===== src/core/uprd_regs.svh =====
// Register offsets, field positions and fixed values of the paged channel register decoder
`ifndef UPRD_REGS_SVH
`define UPRD_REGS_SVH
`define UPRD_OFS_0 3'h0
`define UPRD_OFS_1 3'h1
`define UPRD_OFS_2 3'h2
`define UPRD_OFS_3 3'h3
`define UPRD_OFS_4 3'h4
`define UPRD_OFS_5 3'h5
`define UPRD_OFS_6 3'h6
`define UPRD_OFS_7 3'h7
`define UPRD_EXT_KEY 8'hbf
`define UPRD_DIV_ACCESS_BIT 7
`define UPRD_PAGE2_BIT 6
`define UPRD_PAGE_SEL_FIXED 8'ha4
`define UPRD_AUTO_TOGGLE_MASK 8'hf3
`define UPRD_ADD_FEAT_MASK 8'h31
`define UPRD_RESEND_MASK 8'h03
`define UPRD_FLOW_TX_HW_BIT 5
`define UPRD_FLOW_TX_SW_BIT 4
`define UPRD_FLOW_RX_HW_BIT 1
`define UPRD_FLOW_RX_SW_BIT 0
`endif


===== src/core/uprd_pkg.sv =====
// Types of the paged channel register decoder
package uprd_pkg;
    typedef enum logic [2:0] {PAGE_ZERO, PAGE_ONE, PAGE_TWO, PAGE_THREE, PAGE_FOUR} uprd_page_type;

    typedef struct packed {
        logic select;
        logic read;
        logic write;
        logic [2:0] address;
        logic [7:0] writeData;
    } uprd_bus_req_type;

    typedef struct packed {
        logic [7:0] rxBuffer;
        logic [7:0] interruptSource;
        logic [7:0] lineStatus;
        logic [7:0] modemStatus;
        logic [7:0] channelPending;
        logic [7:0] txCount;
        logic [7:0] rxCount;
        logic txHwFlow;
        logic txSwFlow;
        logic rxHwFlow;
        logic rxSwFlow;
    } uprd_status_type;

    typedef struct packed {
        logic [7:0] lineControl;
        logic [7:0] modemControl;
        logic [7:0] interruptEnables;
        logic [7:0] divisorLow;
        logic [7:0] divisorHigh;
        logic [7:0] scratchByte;
        logic [7:0] channelInterruptMask;
        logic pageSelect;
        logic [7:0] autoToggle;
        logic [7:0] enhancedFeatures;
        logic [7:0] resumeFirst;
        logic [7:0] resumeSecond;
        logic [7:0] pauseFirst;
        logic [7:0] pauseSecond;
        logic [7:0] additionalFeatures;
        logic [1:0] pauseResendCount;
        logic [7:0] txTrigger;
        logic [7:0] rxTrigger;
        logic [7:0] flowUpper;
        logic [7:0] flowLower;
    } uprd_ctrl_type;

    typedef struct packed {
        logic txHoldingWrite;
        logic fifoControlWrite;
        logic rxBufferRead;
        logic sourceRead;
        logic lineStatusRead;
        logic modemStatusRead;
        logic [7:0] data;
    } uprd_strobe_type;

    typedef struct packed {
        uprd_ctrl_type ctrl;
        uprd_strobe_type strobe;
        logic [7:0] readData;
    } uprd_state_type;
endpackage : uprd_pkg


===== src/core/uprd_decoder.sv =====
// Paged register file and address decoder of one serial channel
`timescale 1ns/10ps
`include "uprd_regs.svh"
module uprd_decoder (
    input wire logic clk_sys,
    input wire logic reset,
    input wire uprd_pkg::uprd_bus_req_type hostReq,
    input wire uprd_pkg::uprd_status_type status,
    output logic [7:0] readData,
    output uprd_pkg::uprd_ctrl_type ctrlRegs,
    output uprd_pkg::uprd_strobe_type strobes
);
    import uprd_pkg::*;

    uprd_state_type state;
    uprd_state_type next_state;
    uprd_page_type curPage;

    // Extended key wins over the divisor bit; divisor bit wins over page two
    function automatic uprd_page_type decodePage(input logic [7:0] lineCtl,
                                                 input logic [7:0] modemCtl, input logic psel);
        uprd_page_type pg;
        if (lineCtl == `UPRD_EXT_KEY) begin
            pg = psel ? PAGE_FOUR : PAGE_THREE;
        end else if (lineCtl[`UPRD_DIV_ACCESS_BIT]) begin
            pg = PAGE_ONE;
        end else if (modemCtl[`UPRD_PAGE2_BIT]) begin
            pg = PAGE_TWO;
        end else begin
            pg = PAGE_ZERO;
        end
        return pg;
    endfunction : decodePage

    function automatic logic [7:0] flowByte(input uprd_status_type st);
        logic [7:0] fb;
        fb = 8'h00;
        fb[`UPRD_FLOW_TX_HW_BIT] = st.txHwFlow;
        fb[`UPRD_FLOW_TX_SW_BIT] = st.txSwFlow;
        fb[`UPRD_FLOW_RX_HW_BIT] = st.rxHwFlow;
        fb[`UPRD_FLOW_RX_SW_BIT] = st.rxSwFlow;
        return fb;
    endfunction : flowByte

    assign curPage = decodePage(state.ctrl.lineControl, state.ctrl.modemControl,
                                state.ctrl.pageSelect);

    always_comb begin
        logic doWrite;
        logic doRead;
        logic [7:0] wd;
        doWrite = hostReq.select && hostReq.write;
        doRead = hostReq.select && hostReq.read;
        wd = hostReq.writeData;
        next_state = state;
        next_state.strobe = '0;
        next_state.strobe.data = state.strobe.data;

        // Writes
        if (doWrite) begin
            if (hostReq.address == `UPRD_OFS_3) begin
                next_state.ctrl.lineControl = wd;
            end else begin
                case (curPage)
                    PAGE_ZERO, PAGE_ONE: begin
                        case (hostReq.address)
                            `UPRD_OFS_0: begin
                                if (curPage == PAGE_ONE) begin
                                    next_state.ctrl.divisorLow = wd;
                                end else begin
                                    next_state.strobe.txHoldingWrite = 1'b1;
                                    next_state.strobe.data = wd;
                                end
                            end
                            `UPRD_OFS_1: begin
                                if (curPage == PAGE_ONE) begin
                                    next_state.ctrl.divisorHigh = wd;
                                end else begin
                                    next_state.ctrl.interruptEnables = wd;
                                end
                            end
                            `UPRD_OFS_2: begin
                                next_state.strobe.fifoControlWrite = 1'b1;
                                next_state.strobe.data = wd;
                            end
                            `UPRD_OFS_4: next_state.ctrl.modemControl = wd;
                            `UPRD_OFS_7: next_state.ctrl.scratchByte = wd;
                            default: begin
                            end
                        endcase
                    end
                    PAGE_TWO: begin
                        case (hostReq.address)
                            `UPRD_OFS_1: next_state.ctrl.channelInterruptMask = wd;
                            `UPRD_OFS_4: next_state.ctrl.modemControl = wd;
                            default: begin
                                // Offset 0 and the read-only offsets ignore writes
                            end
                        endcase
                    end
                    PAGE_THREE: begin
                        case (hostReq.address)
                            `UPRD_OFS_0: next_state.ctrl.pageSelect = wd[0];
                            `UPRD_OFS_1: next_state.ctrl.autoToggle = wd & `UPRD_AUTO_TOGGLE_MASK;
                            `UPRD_OFS_2: next_state.ctrl.enhancedFeatures = wd;
                            `UPRD_OFS_4: next_state.ctrl.resumeFirst = wd;
                            `UPRD_OFS_5: next_state.ctrl.resumeSecond = wd;
                            `UPRD_OFS_6: next_state.ctrl.pauseFirst = wd;
                            `UPRD_OFS_7: next_state.ctrl.pauseSecond = wd;
                            default: begin
                            end
                        endcase
                    end
                    PAGE_FOUR: begin
                        case (hostReq.address)
                            `UPRD_OFS_0: next_state.ctrl.pageSelect = wd[0];
                            `UPRD_OFS_1: next_state.ctrl.additionalFeatures = wd & `UPRD_ADD_FEAT_MASK;
                            `UPRD_OFS_2: next_state.ctrl.pauseResendCount = wd[1:0];
                            `UPRD_OFS_4: next_state.ctrl.txTrigger = wd;
                            `UPRD_OFS_5: next_state.ctrl.rxTrigger = wd;
                            `UPRD_OFS_6: next_state.ctrl.flowUpper = wd;
                            `UPRD_OFS_7: next_state.ctrl.flowLower = wd;
                            default: begin
                            end
                        endcase
                    end
                    default: begin
                    end
                endcase
            end
        end

        // Reads: data is registered and holds until the next read
        if (doRead) begin
            next_state.readData = 8'h00;
            if (hostReq.address == `UPRD_OFS_3) begin
                next_state.readData = state.ctrl.lineControl;
            end else begin
                case (curPage)
                    PAGE_ZERO, PAGE_ONE: begin
                        case (hostReq.address)
                            `UPRD_OFS_0: begin
                                if (curPage == PAGE_ONE) begin
                                    next_state.readData = state.ctrl.divisorLow;
                                end else begin
                                    next_state.readData = status.rxBuffer;
                                    next_state.strobe.rxBufferRead = 1'b1;
                                end
                            end
                            `UPRD_OFS_1: begin
                                if (curPage == PAGE_ONE) begin
                                    next_state.readData = state.ctrl.divisorHigh;
                                end else begin
                                    next_state.readData = state.ctrl.interruptEnables;
                                end
                            end
                            `UPRD_OFS_2: begin
                                next_state.readData = status.interruptSource;
                                next_state.strobe.sourceRead = 1'b1;
                            end
                            `UPRD_OFS_4: next_state.readData = state.ctrl.modemControl;
                            `UPRD_OFS_5: begin
                                next_state.readData = status.lineStatus;
                                next_state.strobe.lineStatusRead = 1'b1;
                            end
                            `UPRD_OFS_6: begin
                                next_state.readData = status.modemStatus;
                                next_state.strobe.modemStatusRead = 1'b1;
                            end
                            `UPRD_OFS_7: next_state.readData = state.ctrl.scratchByte;
                            default: begin
                            end
                        endcase
                    end
                    PAGE_TWO: begin
                        case (hostReq.address)
                            `UPRD_OFS_2: next_state.readData = status.channelPending;
                            `UPRD_OFS_4: next_state.readData = state.ctrl.modemControl;
                            `UPRD_OFS_5: next_state.readData = status.txCount;
                            `UPRD_OFS_6: next_state.readData = status.rxCount;
                            `UPRD_OFS_7: next_state.readData = flowByte(status);
                            default: begin
                                // Offset 0 and the write-only mask read as zero
                            end
                        endcase
                    end
                    PAGE_THREE: begin
                        case (hostReq.address)
                            `UPRD_OFS_0: next_state.readData =
                                `UPRD_PAGE_SEL_FIXED | {7'h00, state.ctrl.pageSelect};
                            `UPRD_OFS_1: next_state.readData = state.ctrl.autoToggle;
                            `UPRD_OFS_2: next_state.readData = state.ctrl.enhancedFeatures;
                            `UPRD_OFS_4: next_state.readData = state.ctrl.resumeFirst;
                            `UPRD_OFS_5: next_state.readData = state.ctrl.resumeSecond;
                            `UPRD_OFS_6: next_state.readData = state.ctrl.pauseFirst;
                            `UPRD_OFS_7: next_state.readData = state.ctrl.pauseSecond;
                            default: begin
                            end
                        endcase
                    end
                    PAGE_FOUR: begin
                        case (hostReq.address)
                            `UPRD_OFS_0: next_state.readData =
                                `UPRD_PAGE_SEL_FIXED | {7'h00, state.ctrl.pageSelect};
                            `UPRD_OFS_1: next_state.readData = state.ctrl.additionalFeatures;
                            `UPRD_OFS_2: next_state.readData = {6'h00, state.ctrl.pauseResendCount};
                            `UPRD_OFS_4: next_state.readData = state.ctrl.txTrigger;
                            `UPRD_OFS_5: next_state.readData = state.ctrl.rxTrigger;
                            `UPRD_OFS_6: next_state.readData = state.ctrl.flowUpper;
                            `UPRD_OFS_7: next_state.readData = state.ctrl.flowLower;
                            default: begin
                            end
                        endcase
                    end
                    default: begin
                    end
                endcase
            end
        end
    end

    always_ff @(posedge clk_sys or posedge reset) begin
        if (reset) begin
            state <= '0;
        end else begin
            state <= next_state;
        end
    end

    assign readData = state.readData;
    assign ctrlRegs = state.ctrl;
    assign strobes = state.strobe;

    logic wrReq;
    logic rdReq;
    assign wrReq = hostReq.select && hostReq.write;
    assign rdReq = hostReq.select && hostReq.read;

    // Per-page request qualifiers keep the properties short
    logic [2:0] adr;
    logic [7:0] wdat;
    logic inZero;
    logic inOne;
    logic inTwo;
    logic inThree;
    logic inFour;
    assign adr = hostReq.address;
    assign wdat = hostReq.writeData;
    assign inZero = curPage == PAGE_ZERO;
    assign inOne = curPage == PAGE_ONE;
    assign inTwo = curPage == PAGE_TWO;
    assign inThree = curPage == PAGE_THREE;
    assign inFour = curPage == PAGE_FOUR;
endmodule : uprd_decoder


===== config.mk =====
export PLATFORM = sky130hd
export DESIGN_NAME = uprd_decoder
export DESIGN_NICKNAME = d
export VERILOG_FILES = /design/src/core/uprd_pkg.sv /design/src/core/uprd_decoder.sv
export VERILOG_INCLUDE_DIRS = /design/src /design/src/core
export SDC_FILE = /design/constraint.sdc
export NUM_CORES = 1
export LEC_CHECK = 0
export BUFFER_PORTS_ARGS = -buffer_cell sky130_fd_sc_hd__clkbuf_2
export CAP_MARGIN = 20
export CORE_ASPECT_RATIO = 1.5
export CORE_MARGIN = 3
export CORE_UTILIZATION = 55
export CTS_BUF_LIST = sky130_fd_sc_hd__clkbuf_4 sky130_fd_sc_hd__clkbuf_8 sky130_fd_sc_hd__clkbuf_16
export DETAILED_ROUTE_END_ITERATION = 7
export HOLD_SLACK_MARGIN = 0.03
export PLACE_DENSITY = 0.85
export SYNTH_ARGS = -nofsm -noshare
export SYNTH_HDL_FRONTEND = slang
export SYNTH_SLANG_ARGS = --single-unit
export TNS_END_PERCENT = 30

===== constraint.sdc =====
create_clock -name clk_sys -period 10.1 [get_ports clk_sys]
set_input_delay 2.02 -clock clk_sys [delete_from_list [all_inputs] [get_ports clk_sys]]
set_output_delay 2.02 -clock clk_sys [all_outputs]
set_load 0.005 [all_outputs]

==> results.sh, run 1 <==
export IMPL_io_pins=245
export IMPL_status="completed"
export IMPL_ys_async_sr_fraction=1.000
export IMPL_syn_to_final_growth_pct=22.21
export IMPL_worstMarginPinSlew_ns=0.9160
export IMPL_power_leakage_nw=5.088
export IMPL_synth_seq_cells=162
export IMPL_ant_nets=0
export IMPL_numCtsBuffers=17
export IMPL_synthFlopType="dfrtp_1"
export IMPL_die_area_um2=16410
export IMPL_clk_insertion_delay_late_ns=0.43
export IMPL_crit_path_start_kind="input port"
export IMPL_worst_ep_arrival_time_ns=4.56
export IMPL_syn_avg_cell_area_um2=12.00
export IMPL_fin_nets=969
export IMPL_post_route_period_util=0.4216
export IMPL_synthCells=682
export IMPL_wirelength_mm=28.20
export IMPL_busiest_layer="met2"
export IMPL_firstDrtPassIters=7
export IMPL_drive_above_1_share=0.5022
export IMPL_use_met1=0.4076
export IMPL_finalSetupViolCount=0
export IMPL_gr_usage_all_layers=0.3451
export IMPL_maxClockFrequency_ghz=0.2348
export IMPL_ctsResizeCount=0
export IMPL_critical_path_max_fanout=64
export IMPL_worstSetupPathType="input port to flop"
export IMPL_h_tree_depth=4
export IMPL_grt_pass1_vias=7081
export IMPL_setup_slack_ns=5.842
export IMPL_ys_seq_area_frac=0.4953
export IMPL_synth_edf_count=0
export IMPL_required_ns=10.41
export IMPL_crit_path_end_kind="flop"
export IMPL_drt_iter0_markers=866
export IMPL_n_antenna_cell=0
export IMPL_drc=0
export IMPL_grt_max_degree=101
export IMPL_vias=7022
export IMPL_grt_remaining_overflow=0
export IMPL_dp_hpwl_mm=19.57
export IMPL_final_setup_tns_ns=0
export IMPL_fin_worst_skew_ns=0.01110
export IMPL_cts_setup_buffers=0
export IMPL_finalHoldViolations=0
export IMPL_synth_area_um2=8185
export IMPL_rows=54
export IMPL_path_clk_slew_ns=0.06
export IMPL_synth_distinct_cells=59
export IMPL_rsz0062_at_grt="no"
export IMPL_clk_path_buf_depth=2
export IMPL_relSlewSlack=0.3893
export IMPL_hp_class="flop to flop"
export IMPL_grt_pass1_wl_mm=42.48
export IMPL_cap_violations=0
export IMPL_fillCellCount=1133
export IMPL_grt_use_met3=0.06642
export IMPL_start_util=0.5609
export IMPL_antenna_found_initial=0
export IMPL_die_h_um=155.4
export IMPL_post_place_ws_ns=5.461
export IMPL_grtUsageMet2=0.5712
export IMPL_post_route_min_period_ns=4.258
export IMPL_port_buffers=237
export IMPL_gp_congestion=1.002
export IMPL_synth_warnings=0
export IMPL_cts_sinks=162
export IMPL_core_um2=14590
export IMPL_dieWidth_um=105.6
export IMPL_clockRootBuffer="clkbuf_16"
export IMPL_finalPower_w=0.001750
export IMPL_via_per_inst=6.372
export IMPL_wire_per_inst_um=25.59
export IMPL_tritoncts="done"
export IMPL_p_per_area_nw_per_um2=174.9
export IMPL_slew_violations=0
export IMPL_irDropWorstVdd_uv=103.0
export IMPL_cts_hold_buf=0
## power breakdown
part / switching, W / total (W) / internal, W
Combinational: 0.000161 / 0.000304 / 0.000142
Clock: 0.000274 / 0.000668 / 0.000395
Sequential: 0.0000645 / 0.000778 / 0.000713
## worst max-delay path, stage by stage
cell      delay (ns)
buf_4           0.32
buf_4           0.66
nor2_1          0.37
a221oi_1        0.38
or2_1           0.22
o221ai_1        0.17
a221oi_1        0.31
nor2_1          0.08
## logic make-up (layout without fill, tap and decap cells)
group / after synthesis / in the layout / synth area share
multiplexers: 201 / 201 / 0.2842
flip-flops: 162 / 162 / 0.4953
AND/OR/NAND/NOR: 148 / 148 / 0.09294
AO/OA/AOI/OAI: 109 / 109 / 0.08988
buffers and inverters: 61 / 279 / 0.03730
other: 1 / 7 / 0.0004581
## Yosys cell counts, drive strengths merged (10+ instances only)
cell,n,share of area
mux2,167,0.23
dfrtp,162,0.50
nand2,48,0.022
buf,34,0.025
a21oi,33,0.020
nor2,33,0.017
mux2i,28,0.034
clkbuf,23,0.011
o21ai,20,0.013
nand3,18,0.011
a221oi,17,0.018
nor2b,12,0.0092
nor3,10,0.0081
## final timing paths
kind                                                 from                  endpoint  slack (ns)  cells past startpoint
worst max-delay path                           hostReq[8]   readData[6]$_DFFE_PP0P_        5.84                      8
worst min-delay path             ctrlRegs[92]$_DFFE_PP0P_  ctrlRegs[92]$_DFFE_PP0P_        0.51                      1
worst max register to register  ctrlRegs[146]$_DFFE_PP0P_  ctrlRegs[62]$_DFFE_PP0P_        7.34                      5
worst min register to register   ctrlRegs[92]$_DFFE_PP0P_  ctrlRegs[92]$_DFFE_PP0P_        0.51                      1
max in group asynchronous                           reset    strobes[3]$_DFFE_PP0P_        6.94                      3
min in group asynchronous                           reset  ctrlRegs[48]$_DFFE_PP0P_        1.78                      2
## per-stage QoR
stage / hold WS, ns / utilization / area (um^2) / std cells
floorplan: 0.5042 / - / 8208 / 688
global placement: 0.4891 / 0.6442 / 9402 / 1070
detailed placement: 0.4917 / 0.6442 / 9402 / 1070
CTS: 0.5093 / 0.6854 / 10000 / 1102
global route: 0.5194 / 0.6854 / 10000 / 1102
finish: 0.5075 / 0.6854 / 10000 / 1102
## layout make-up
class / count / area, um^2 / area share
clock buffer: 19 / 440.4 / 0.04403
clock inverter: 13 / 161.4 / 0.01614
inverter: 4 / 20.02 / 0.002001
multi-input combinational: 465 / 3849 / 0.3847
sequential: 162 / 4054 / 0.4053
tap: 196 / 245.2 / 0.02452
timing repair buffer: 243 / 1234 / 0.1233
## state kept, by name, summed over array words and instances, names as in the netlist
name and cells:
ctrlRegs 140, strobes 14, readData 8
## placed cells by master, fill, tap and decap left out, types with 3 or more instances in the layout
cell type / netlist / routed
mux4_2: 6 / 6
o21ai_0: 19 / 19
nand2b_1: 4 / 4
mux2_2: 153 / 153
mux2i_1: 28 / 28
bufinv_16: 0 / 3
a22oi_1: 3 / 3
and2_1: 5 / 5
o221ai_1: 6 / 6
nand4_1: 4 / 4
a221oi_1: 17 / 17
nor2_1: 30 / 30
buf_4: 12 / 7
clkbuf_2: 0 / 236
conb_1: 1 / 7
nor3_1: 8 / 8
o31ai_1: 4 / 4
mux2_4: 8 / 8
inv_1: 4 / 3
a21oi_1: 33 / 33
clkbuf_16: 0 / 17
a31oi_1: 5 / 5
nor2b_1: 12 / 12
dfrtp_1: 162 / 162
nand2_1: 47 / 47
clkinv_2: 0 / 4
clkinv_4: 0 / 4
o22ai_1: 3 / 3
mux2_1: 6 / 6
nand3_1: 18 / 18
## layer usage
| metal | wire [um] | up-vias |
|---|---|---|
| met5 | 0 | - |
| met4 | 2111 | 0 |
| met3 | 2228 | 129 |
| met2 | 13960 | 490 |
| met1 | 9903 | 3477 |
| li1 | - | 2926 |
(Power assumes the default switching activity.)
==> inputs of run 2 (changes only) <==
--- a/config.mk
+++ b/config.mk
@@ -10,11 +10,11 @@
 export CAP_MARGIN = 20
 export CORE_ASPECT_RATIO = 1.5
 export CORE_MARGIN = 3
-export CORE_UTILIZATION = 55
+export CORE_UTILIZATION = 47
 export CTS_BUF_LIST = sky130_fd_sc_hd__clkbuf_4 sky130_fd_sc_hd__clkbuf_8 sky130_fd_sc_hd__clkbuf_16
 export DETAILED_ROUTE_END_ITERATION = 7
 export HOLD_SLACK_MARGIN = 0.03
-export PLACE_DENSITY = 0.85
+export PLACE_DENSITY = 0.78
 export SYNTH_ARGS = -nofsm -noshare
 export SYNTH_HDL_FRONTEND = slang
 export SYNTH_SLANG_ARGS = --single-unit
==> constraint.sdc (replaced) <==
create_clock -name clk_sys -period 3.5 [get_ports clk_sys]
set_input_delay 0.7 -clock clk_sys [delete_from_list [all_inputs] [get_ports clk_sys]]
set_output_delay 0.7 -clock clk_sys [all_outputs]
set_load 0.005 [all_outputs]
==> run 2 against run 1 <==
Compared with the run above:
- global-route usage decreased by 4.5 points
- wire length increased by 1.8%
- power increased to 2.8 times the previous value
- via count decreased by 2.8%
- highest routed layer unchanged
- non-clock buffer count increased by 13
- critical path depth decreased by 2
- largest power group unchanged
- clock-buffer cell count decreased by 2
- clock power increased to 2.8 times the previous value
==> results.sh, run 2 (same netlist as run 1, synthesis figures left out) <==
export IMPL_final_cell_mix="clkbuf_2, dfrtp_1, mux2_2, nand2_1, a21oi_1"
export IMPL_crit_path_end_kind="flop"
export IMPL_tritoncts="done"
export IMPL_die_h_um=167.6
export IMPL_worst_ep_arrival_time_ns=2.88
export IMPL_port_buffers=237
export IMPL_cap_violations=0
export IMPL_crit_chain="clkbuf_2, nand2b_1, nor2_1, nand3_1, or3_1, mux2_4"
export IMPL_post_place_ws_ns=0.5567
export IMPL_maxClockFrequency_ghz=0.3899
export IMPL_status="completed"
export IMPL_post_route_min_period_ns=2.565
export IMPL_grt_remaining_overflow=0
export IMPL_finalHoldViolations=0
export IMPL_instances_no_fill=1129
export IMPL_final_util=0.6002
export IMPL_r2r_start="ctrlRegs[140]$_DFFE_PP0P_"
export IMPL_fin_nets=982
export IMPL_drc=0
export IMPL_ctsResizeCount=0
export IMPL_core_um2=16910
export IMPL_dp_hpwl_mm=21.13
export IMPL_clk_path_buf_depth=2
export IMPL_cts_sinks=162
export IMPL_max_stage_delay_ns=0.64
export IMPL_firstDrtPassIters=5
export IMPL_worstMarginPinSlew_ns=0.7058
export IMPL_rsz0062_at_grt="no"
export IMPL_via_per_inst=6.048
export IMPL_layout_commonest_cell="clkbuf_2"
export IMPL_clockRootBuffer="clkbuf_16"
export IMPL_relSlewSlack=0.5294
export IMPL_grt_max_degree=57
export IMPL_n_antenna_cell=0
export IMPL_r2r_end="ctrlRegs[74]$_DFFE_PP0P_"
export IMPL_crit_buf_inv=1
export IMPL_irDropWorstVdd_uv=296.9
export IMPL_numCtsBuffers=17
export IMPL_h_tree_depth=4
export IMPL_wirelength_mm=28.70
export IMPL_drive_above_1_share=0.5092
export IMPL_hp_class="input port to asynchronous set/reset pin"
export IMPL_critical_path_max_fanout=20
export IMPL_grt_pass1_vias=6951
export IMPL_setup_slack_ns=0.9349
export IMPL_gr_usage_all_layers=0.3001
export IMPL_rr_worst_depth=4
export IMPL_syn_to_final_growth_pct=23.98
export IMPL_die_area_um2=19070
export IMPL_finalSetupViolCount=0
export IMPL_worstSetupPathType="input port to flop"
export IMPL_grt_pass1_wl_mm=42.32
export IMPL_dieWidth_um=113.8
export IMPL_gp_congestion=0.9466
export IMPL_slew_violations=0
export IMPL_cts_setup_buffers=0
export IMPL_fin_worst_skew_ns=0.01262
export IMPL_slowest_stage="or3_1"
export IMPL_post_route_period_util=0.7329
export IMPL_holdWs_ns=0.2536
export IMPL_crit_path_start_kind="input port"
export IMPL_wire_per_inst_um=25.42
export IMPL_io_pins=245
export IMPL_vias=6828
export IMPL_path_clk_slew_ns=0.07
export IMPL_rows=58
export IMPL_cp_top_family="simple AND/OR/NAND/NOR gates"
export IMPL_required_ns=3.81
export IMPL_place_inst=1097
export IMPL_clk_insertion_delay_late_ns=0.43
export IMPL_ant_nets=0
export IMPL_cts_hold_buf=0
export IMPL_power_leakage_nw=5.156
export IMPL_start_util=0.4841
export IMPL_regToRegSetupSlack_ns=1.13
export IMPL_drt_iter0_markers=688
export IMPL_largest_reg_flops=140
export IMPL_final_setup_tns_ns=0
export IMPL_p_per_area_nw_per_um2=491.2
export IMPL_antenna_found_initial=0
-- run 2: changes by cell type in the layout (fill, tap and decap cells not counted) --
cell / before / now
clkinv_2: 4 / 1
clkinv_8: 0 / 2
bufinv_16: 3 / 0
buf_12: 0 / 4
clkbuf_4: 2 / 0
buf_4: 7 / 16
inv_8: 0 / 6
-- run 2: cell type report --
type | count | area, um^2
clock inverters | 15 | 157.7
inverters | 4 | 18.77
flip-flops and latches | 162 | 4054
clock buffers | 17 | 425.4
well taps | 210 | 262.8
repair buffers | 256 | 1381
fillers | 1417 | 6760
multi-input cells | 465 | 3849
-- run 2: worst max-delay path by stage --
stage / startpoint / endpoint / slack, ns / cells past startpoint
4_1_cts: hostReq[10] / ctrlRegs[74]$_DFFE_PP0P_ / 1.01 / 6
3_5_place_dp: hostReq[9] / ctrlRegs[78]$_DFFE_PP0P_ / 0.56 / 6
5_1_grt: hostReq[10] / ctrlRegs[81]$_DFFE_PP0P_ / 0.85 / 6
3_3_place_gp: hostReq[10] / ctrlRegs[74]$_DFFE_PP0P_ / 0.56 / 6
2_1_floorplan: reset / ctrlRegs[0]$_DFFE_PP0P_ / 0.74 / 1
6_report: hostReq[10] / ctrlRegs[74]$_DFFE_PP0P_ / 0.93 / 6
-- run 2: per-stage QoR --
stage	total power, W	instance area, um^2
2_1_floorplan	0.002719	8212
3_3_place_gp	0.003154	9565
3_5_place_dp	0.003172	9565
4_1_cts	0.004991	10150
5_1_grt	0.005148	10150
6_report	0.004985	10150
-- run 2: worst register-to-register path, delay by kind of cell, from the launching register on --
kind | cells | cell delay (ns)
AND/OR/NAND/NOR | 3 | 1.45
flip-flops | 1 | 0.42
multiplexers | 1 | 0.40
-- run 2: where the power goes --
part | internal, W | switching (W)
sequential | 0.00206 | 0.000174
clock | 0.000957 | 0.000889
combinational | 0.000430 | 0.000478
-- run 2: per-layer routing --
metal	up-vias	GRT usage	wire length [um]
li1	2947	-	-
met5	-	0	0
met3	94	0.05387	1842
met4	0	0.1789	1728
met1	3411	0.3462	10270
met2	376	0.5132	14860
==> inputs of run 3 (changes only) <==
--- a/config.mk
+++ b/config.mk
@@ -6,6 +6,7 @@
 export SDC_FILE = /design/constraint.sdc
 export NUM_CORES = 1
 export LEC_CHECK = 0
+export ABC_AREA = 1
 export BUFFER_PORTS_ARGS = -buffer_cell sky130_fd_sc_hd__clkbuf_2
 export CAP_MARGIN = 20
 export CORE_ASPECT_RATIO = 1.5
==> constraint.sdc (replaced) <==
create_clock -name clk_sys -period 2.1 [get_ports clk_sys]
set_input_delay 0.42 -clock clk_sys [delete_from_list [all_inputs] [get_ports clk_sys]]
set_output_delay 0.42 -clock clk_sys [all_outputs]
set_load 0.005 [all_outputs]
==> run 3 against run 2 <==
Compared with the run above:
- hold slack got worse by 0.20 ns
- cell area fell by 0.44%
- critical endpoint is now ctrlRegs[51]$_DFFE_PP0P_
- first-iteration DRC count rose by 26%
- highest routed layer unchanged
==> results.sh, run 3 <==
export IMPL_n_antenna_cell=0
export IMPL_synth_seq_cells=162
export IMPL_post_route_min_period_ns=1.982
export IMPL_synthCells=1019
export IMPL_gp_congestion=0.9820
export IMPL_yosys_cell_count_top_type="nand2_1"
export IMPL_cap_violations=0
export IMPL_yosysTopAreaCellShare=0.5106
export IMPL_ctsResizeCount=0
export IMPL_yosys_top_cells_count="nand2_1, dfrtp_1, o21ai_0"
export IMPL_power_internal_w=0.005809
export IMPL_dieWidth_um=112.1
export IMPL_die_area_um2=18520
export IMPL_gr_usage_all_layers=0.3235
export IMPL_relSlewSlack=0.5966
export IMPL_holdWs_ns=0.04969
export IMPL_irDropWorstVdd_uv=556.1
export IMPL_hp_class="input port to asynchronous set/reset pin"
export IMPL_final_cell_mix="nand2_1, clkbuf_2, dfrtp_1, o21ai_0, nor2_1"
export IMPL_synth_distinct_cells=27
export IMPL_muxShareOfSynthArea=0
export IMPL_ys_seq_area_frac=0.5106
export IMPL_worstMarginPinSlew_ns=0.6038
export IMPL_via_per_inst=5.686
export IMPL_drc=0
export IMPL_slowest_stage="dfrtp_1"
export IMPL_tritoncts="done"
export IMPL_synth_area_um2=7939
export IMPL_p_per_area_nw_per_um2=812.6
export IMPL_rr_worst_depth=7
export IMPL_fin_area_um2=10100
export IMPL_regToRegSetupSlack_ns=0.12
export IMPL_worstSetupPathType="flop to flop"
export IMPL_cts_sinks=162
export IMPL_finalSetupViolCount=0
export IMPL_numCtsBuffers=17
export IMPL_syn_avg_cell_area_um2=7.791
export IMPL_ys_async_sr_fraction=1.000
export IMPL_syn_to_final_growth_pct=27.27
export IMPL_r2r_start="ctrlRegs[139]$_DFFE_PP0P_"
export IMPL_cts_hold_buf=0
export IMPL_crit_path_end_kind="flop"
export IMPL_grt_pass1_vias=8077
export IMPL_rows=57
export IMPL_drt_iter0_markers=870
export IMPL_largest_reg_flops=140
export IMPL_layout_commonest_cell="nand2_1"
export IMPL_fin_nets=1342
export IMPL_p_sw_frac=0.2924
export IMPL_critical_path_max_fanout=16
export IMPL_cts_setup_buffers=0
export IMPL_clk_insertion_delay_late_ns=0.43
export IMPL_pwr_share_comb=0.167
export IMPL_maxClockFrequency_ghz=0.5045
export IMPL_path_common_cell="nand2_1"
export IMPL_synthSimpleGateAreaFrac=0.3059
export IMPL_clockRootBuffer="clkbuf_16"
export IMPL_synthAdderAreaFrac=0
export IMPL_r2r_end="ctrlRegs[51]$_DFFE_PP0P_"
export IMPL_rsz0062_at_grt="yes"
export IMPL_firstDrtPassIters=7
export IMPL_crit_chain="nand2_1, nor2_2, nand2_4, nor2_4, nand2_1, nand2_1, o21ai_0"
export IMPL_io_pins=245
export IMPL_wire_per_inst_um=20.34
export IMPL_final_setup_tns_ns=0
export IMPL_postPlaceCellArea_um2=9492
export IMPL_finalHoldViolations=0
export IMPL_start_util=0.4840
export IMPL_port_buffers=237
export IMPL_crit_path_start_kind="flop"
export IMPL_synthFlopType="dfrtp_1"
export IMPL_power_leakage_nw=5.415
export IMPL_setup_slack_ns=0.1180
export IMPL_post_route_period_util=0.9438
export IMPL_max_stage_delay_ns=0.42
export IMPL_synth_xor_area_frac=0
export IMPL_status="completed"
export IMPL_fillCellCount=1479
export IMPL_required_ns=2.40
export IMPL_core_um2=16400
export IMPL_clk_path_buf_depth=2
export IMPL_path_clk_slew_ns=0.07
export IMPL_synth_warnings=0
export IMPL_wirelength_mm=30.21
export IMPL_ant_nets=0
export IMPL_slew_violations=0
export IMPL_h_tree_depth=4
export IMPL_vias=8443
export IMPL_dp_hpwl_mm=22.46
export IMPL_p_sw_w=0.002401
export IMPL_post_place_ws_ns=0.05057
export IMPL_grt_pass1_wl_mm=45.55
export IMPL_grt_max_degree=41
export IMPL_yosysTopAreaCell="dfrtp_1"
export IMPL_antenna_found_initial=0
export IMPL_fin_worst_skew_ns=0.008388
export IMPL_synth_edf_count=0
export IMPL_synthTopCellsByArea="dfrtp_1, nand2_1, o21ai_0"
export IMPL_pwr_share_clk=0.388
export IMPL_power_frac_seq=0.445
export IMPL_grt_remaining_overflow=0
export IMPL_synth_top_family_by_area="simple AND/OR/NAND/NOR gates"
export IMPL_synth_compound_area_frac=0.1191
export IMPL_worst_ep_arrival_time_ns=2.28
export IMPL_drive_above_1_share=0.2823
export IMPL_die_h_um=165.2
==> run 3: area by class of cell <==
cell class	count	area, um^2	area share
Clock buffer	21	474.2	0.04694
Clock inverter	11	127.6	0.01263
Inverter	45	172.7	0.01709
Multi-Input combinational cell	757	3411	0.3376
Sequential cell	162	4054	0.4012
Tap cell	206	257.7	0.02551
Timing Repair Buffer	283	1607	0.1590
==> run 3: how the worst max path moves through the flow <==
stage / from / cells past startpoint / slack (ns) / to
after floorplan: reset / 1 / -0.38 / ctrlRegs[0]$_DFFE_PP0P_
after global placement: ctrlRegs[139]$_DFFE_PP0P_ / 11 / 0.09 / readData[1]$_DFFE_PP0P_
after detailed placement: ctrlRegs[139]$_DFFE_PP0P_ / 6 / 0.05 / ctrlRegs[58]$_DFFE_PP0P_
after CTS: ctrlRegs[139]$_DFFE_PP0P_ / 7 / 0.03 / ctrlRegs[51]$_DFFE_PP0P_
after global routing: ctrlRegs[139]$_DFFE_PP0P_ / 7 / -0.02 / ctrlRegs[60]$_DFFE_PP0P_
final: ctrlRegs[139]$_DFFE_PP0P_ / 7 / 0.12 / ctrlRegs[51]$_DFFE_PP0P_
==> run 3: power groups by stage <==
stage | sequential (W) | clock (W) | combinational (W)
floorplan | 0.00366 | 0 | 0.000675
global placement | 0.00370 | 0 | 0.00132
detailed placement | 0.00370 | 0 | 0.00135
CTS | 0.00365 | 0.00318 | 0.00136
global route | 0.00368 | 0.00331 | 0.00150
finish | 0.00366 | 0.00319 | 0.00137
==> run 3: metal layers <==
metal  track usage  up-vias  share of wire
met4        0.2089        0          0.064
met1        0.3986     3934           0.36
met2        0.5247      570           0.49
met5             0        -              0
li1              -     3803              -
met3       0.05724      136          0.087
==> run 3: per-stage QoR <==
| step | util | instances | power, W |
|---|---|---|---|
| floorplan | - | 1025 | 0.004336 |
| global placement | 0.5786 | 1453 | 0.005020 |
| detailed placement | 0.5786 | 1453 | 0.005053 |
| CTS | 0.6153 | 1485 | 0.008188 |
| global route | 0.6159 | 1485 | 0.008499 |
| finish | 0.6159 | 1485 | 0.008210 |
==> run 3: kinds of logic after synthesis <==
group / after synthesis
buf+inv: 106
simple gates: 569
flops: 162
compound gates: 181
other cells: 1
==> run 3: critical path: cells and delay by family, from the launching register on <==
family	cells	cell delay [ns]
and+or+nand+nor	6	1.34
DFF	1	0.42
AOI/OAI and AO/OA	1	0.10
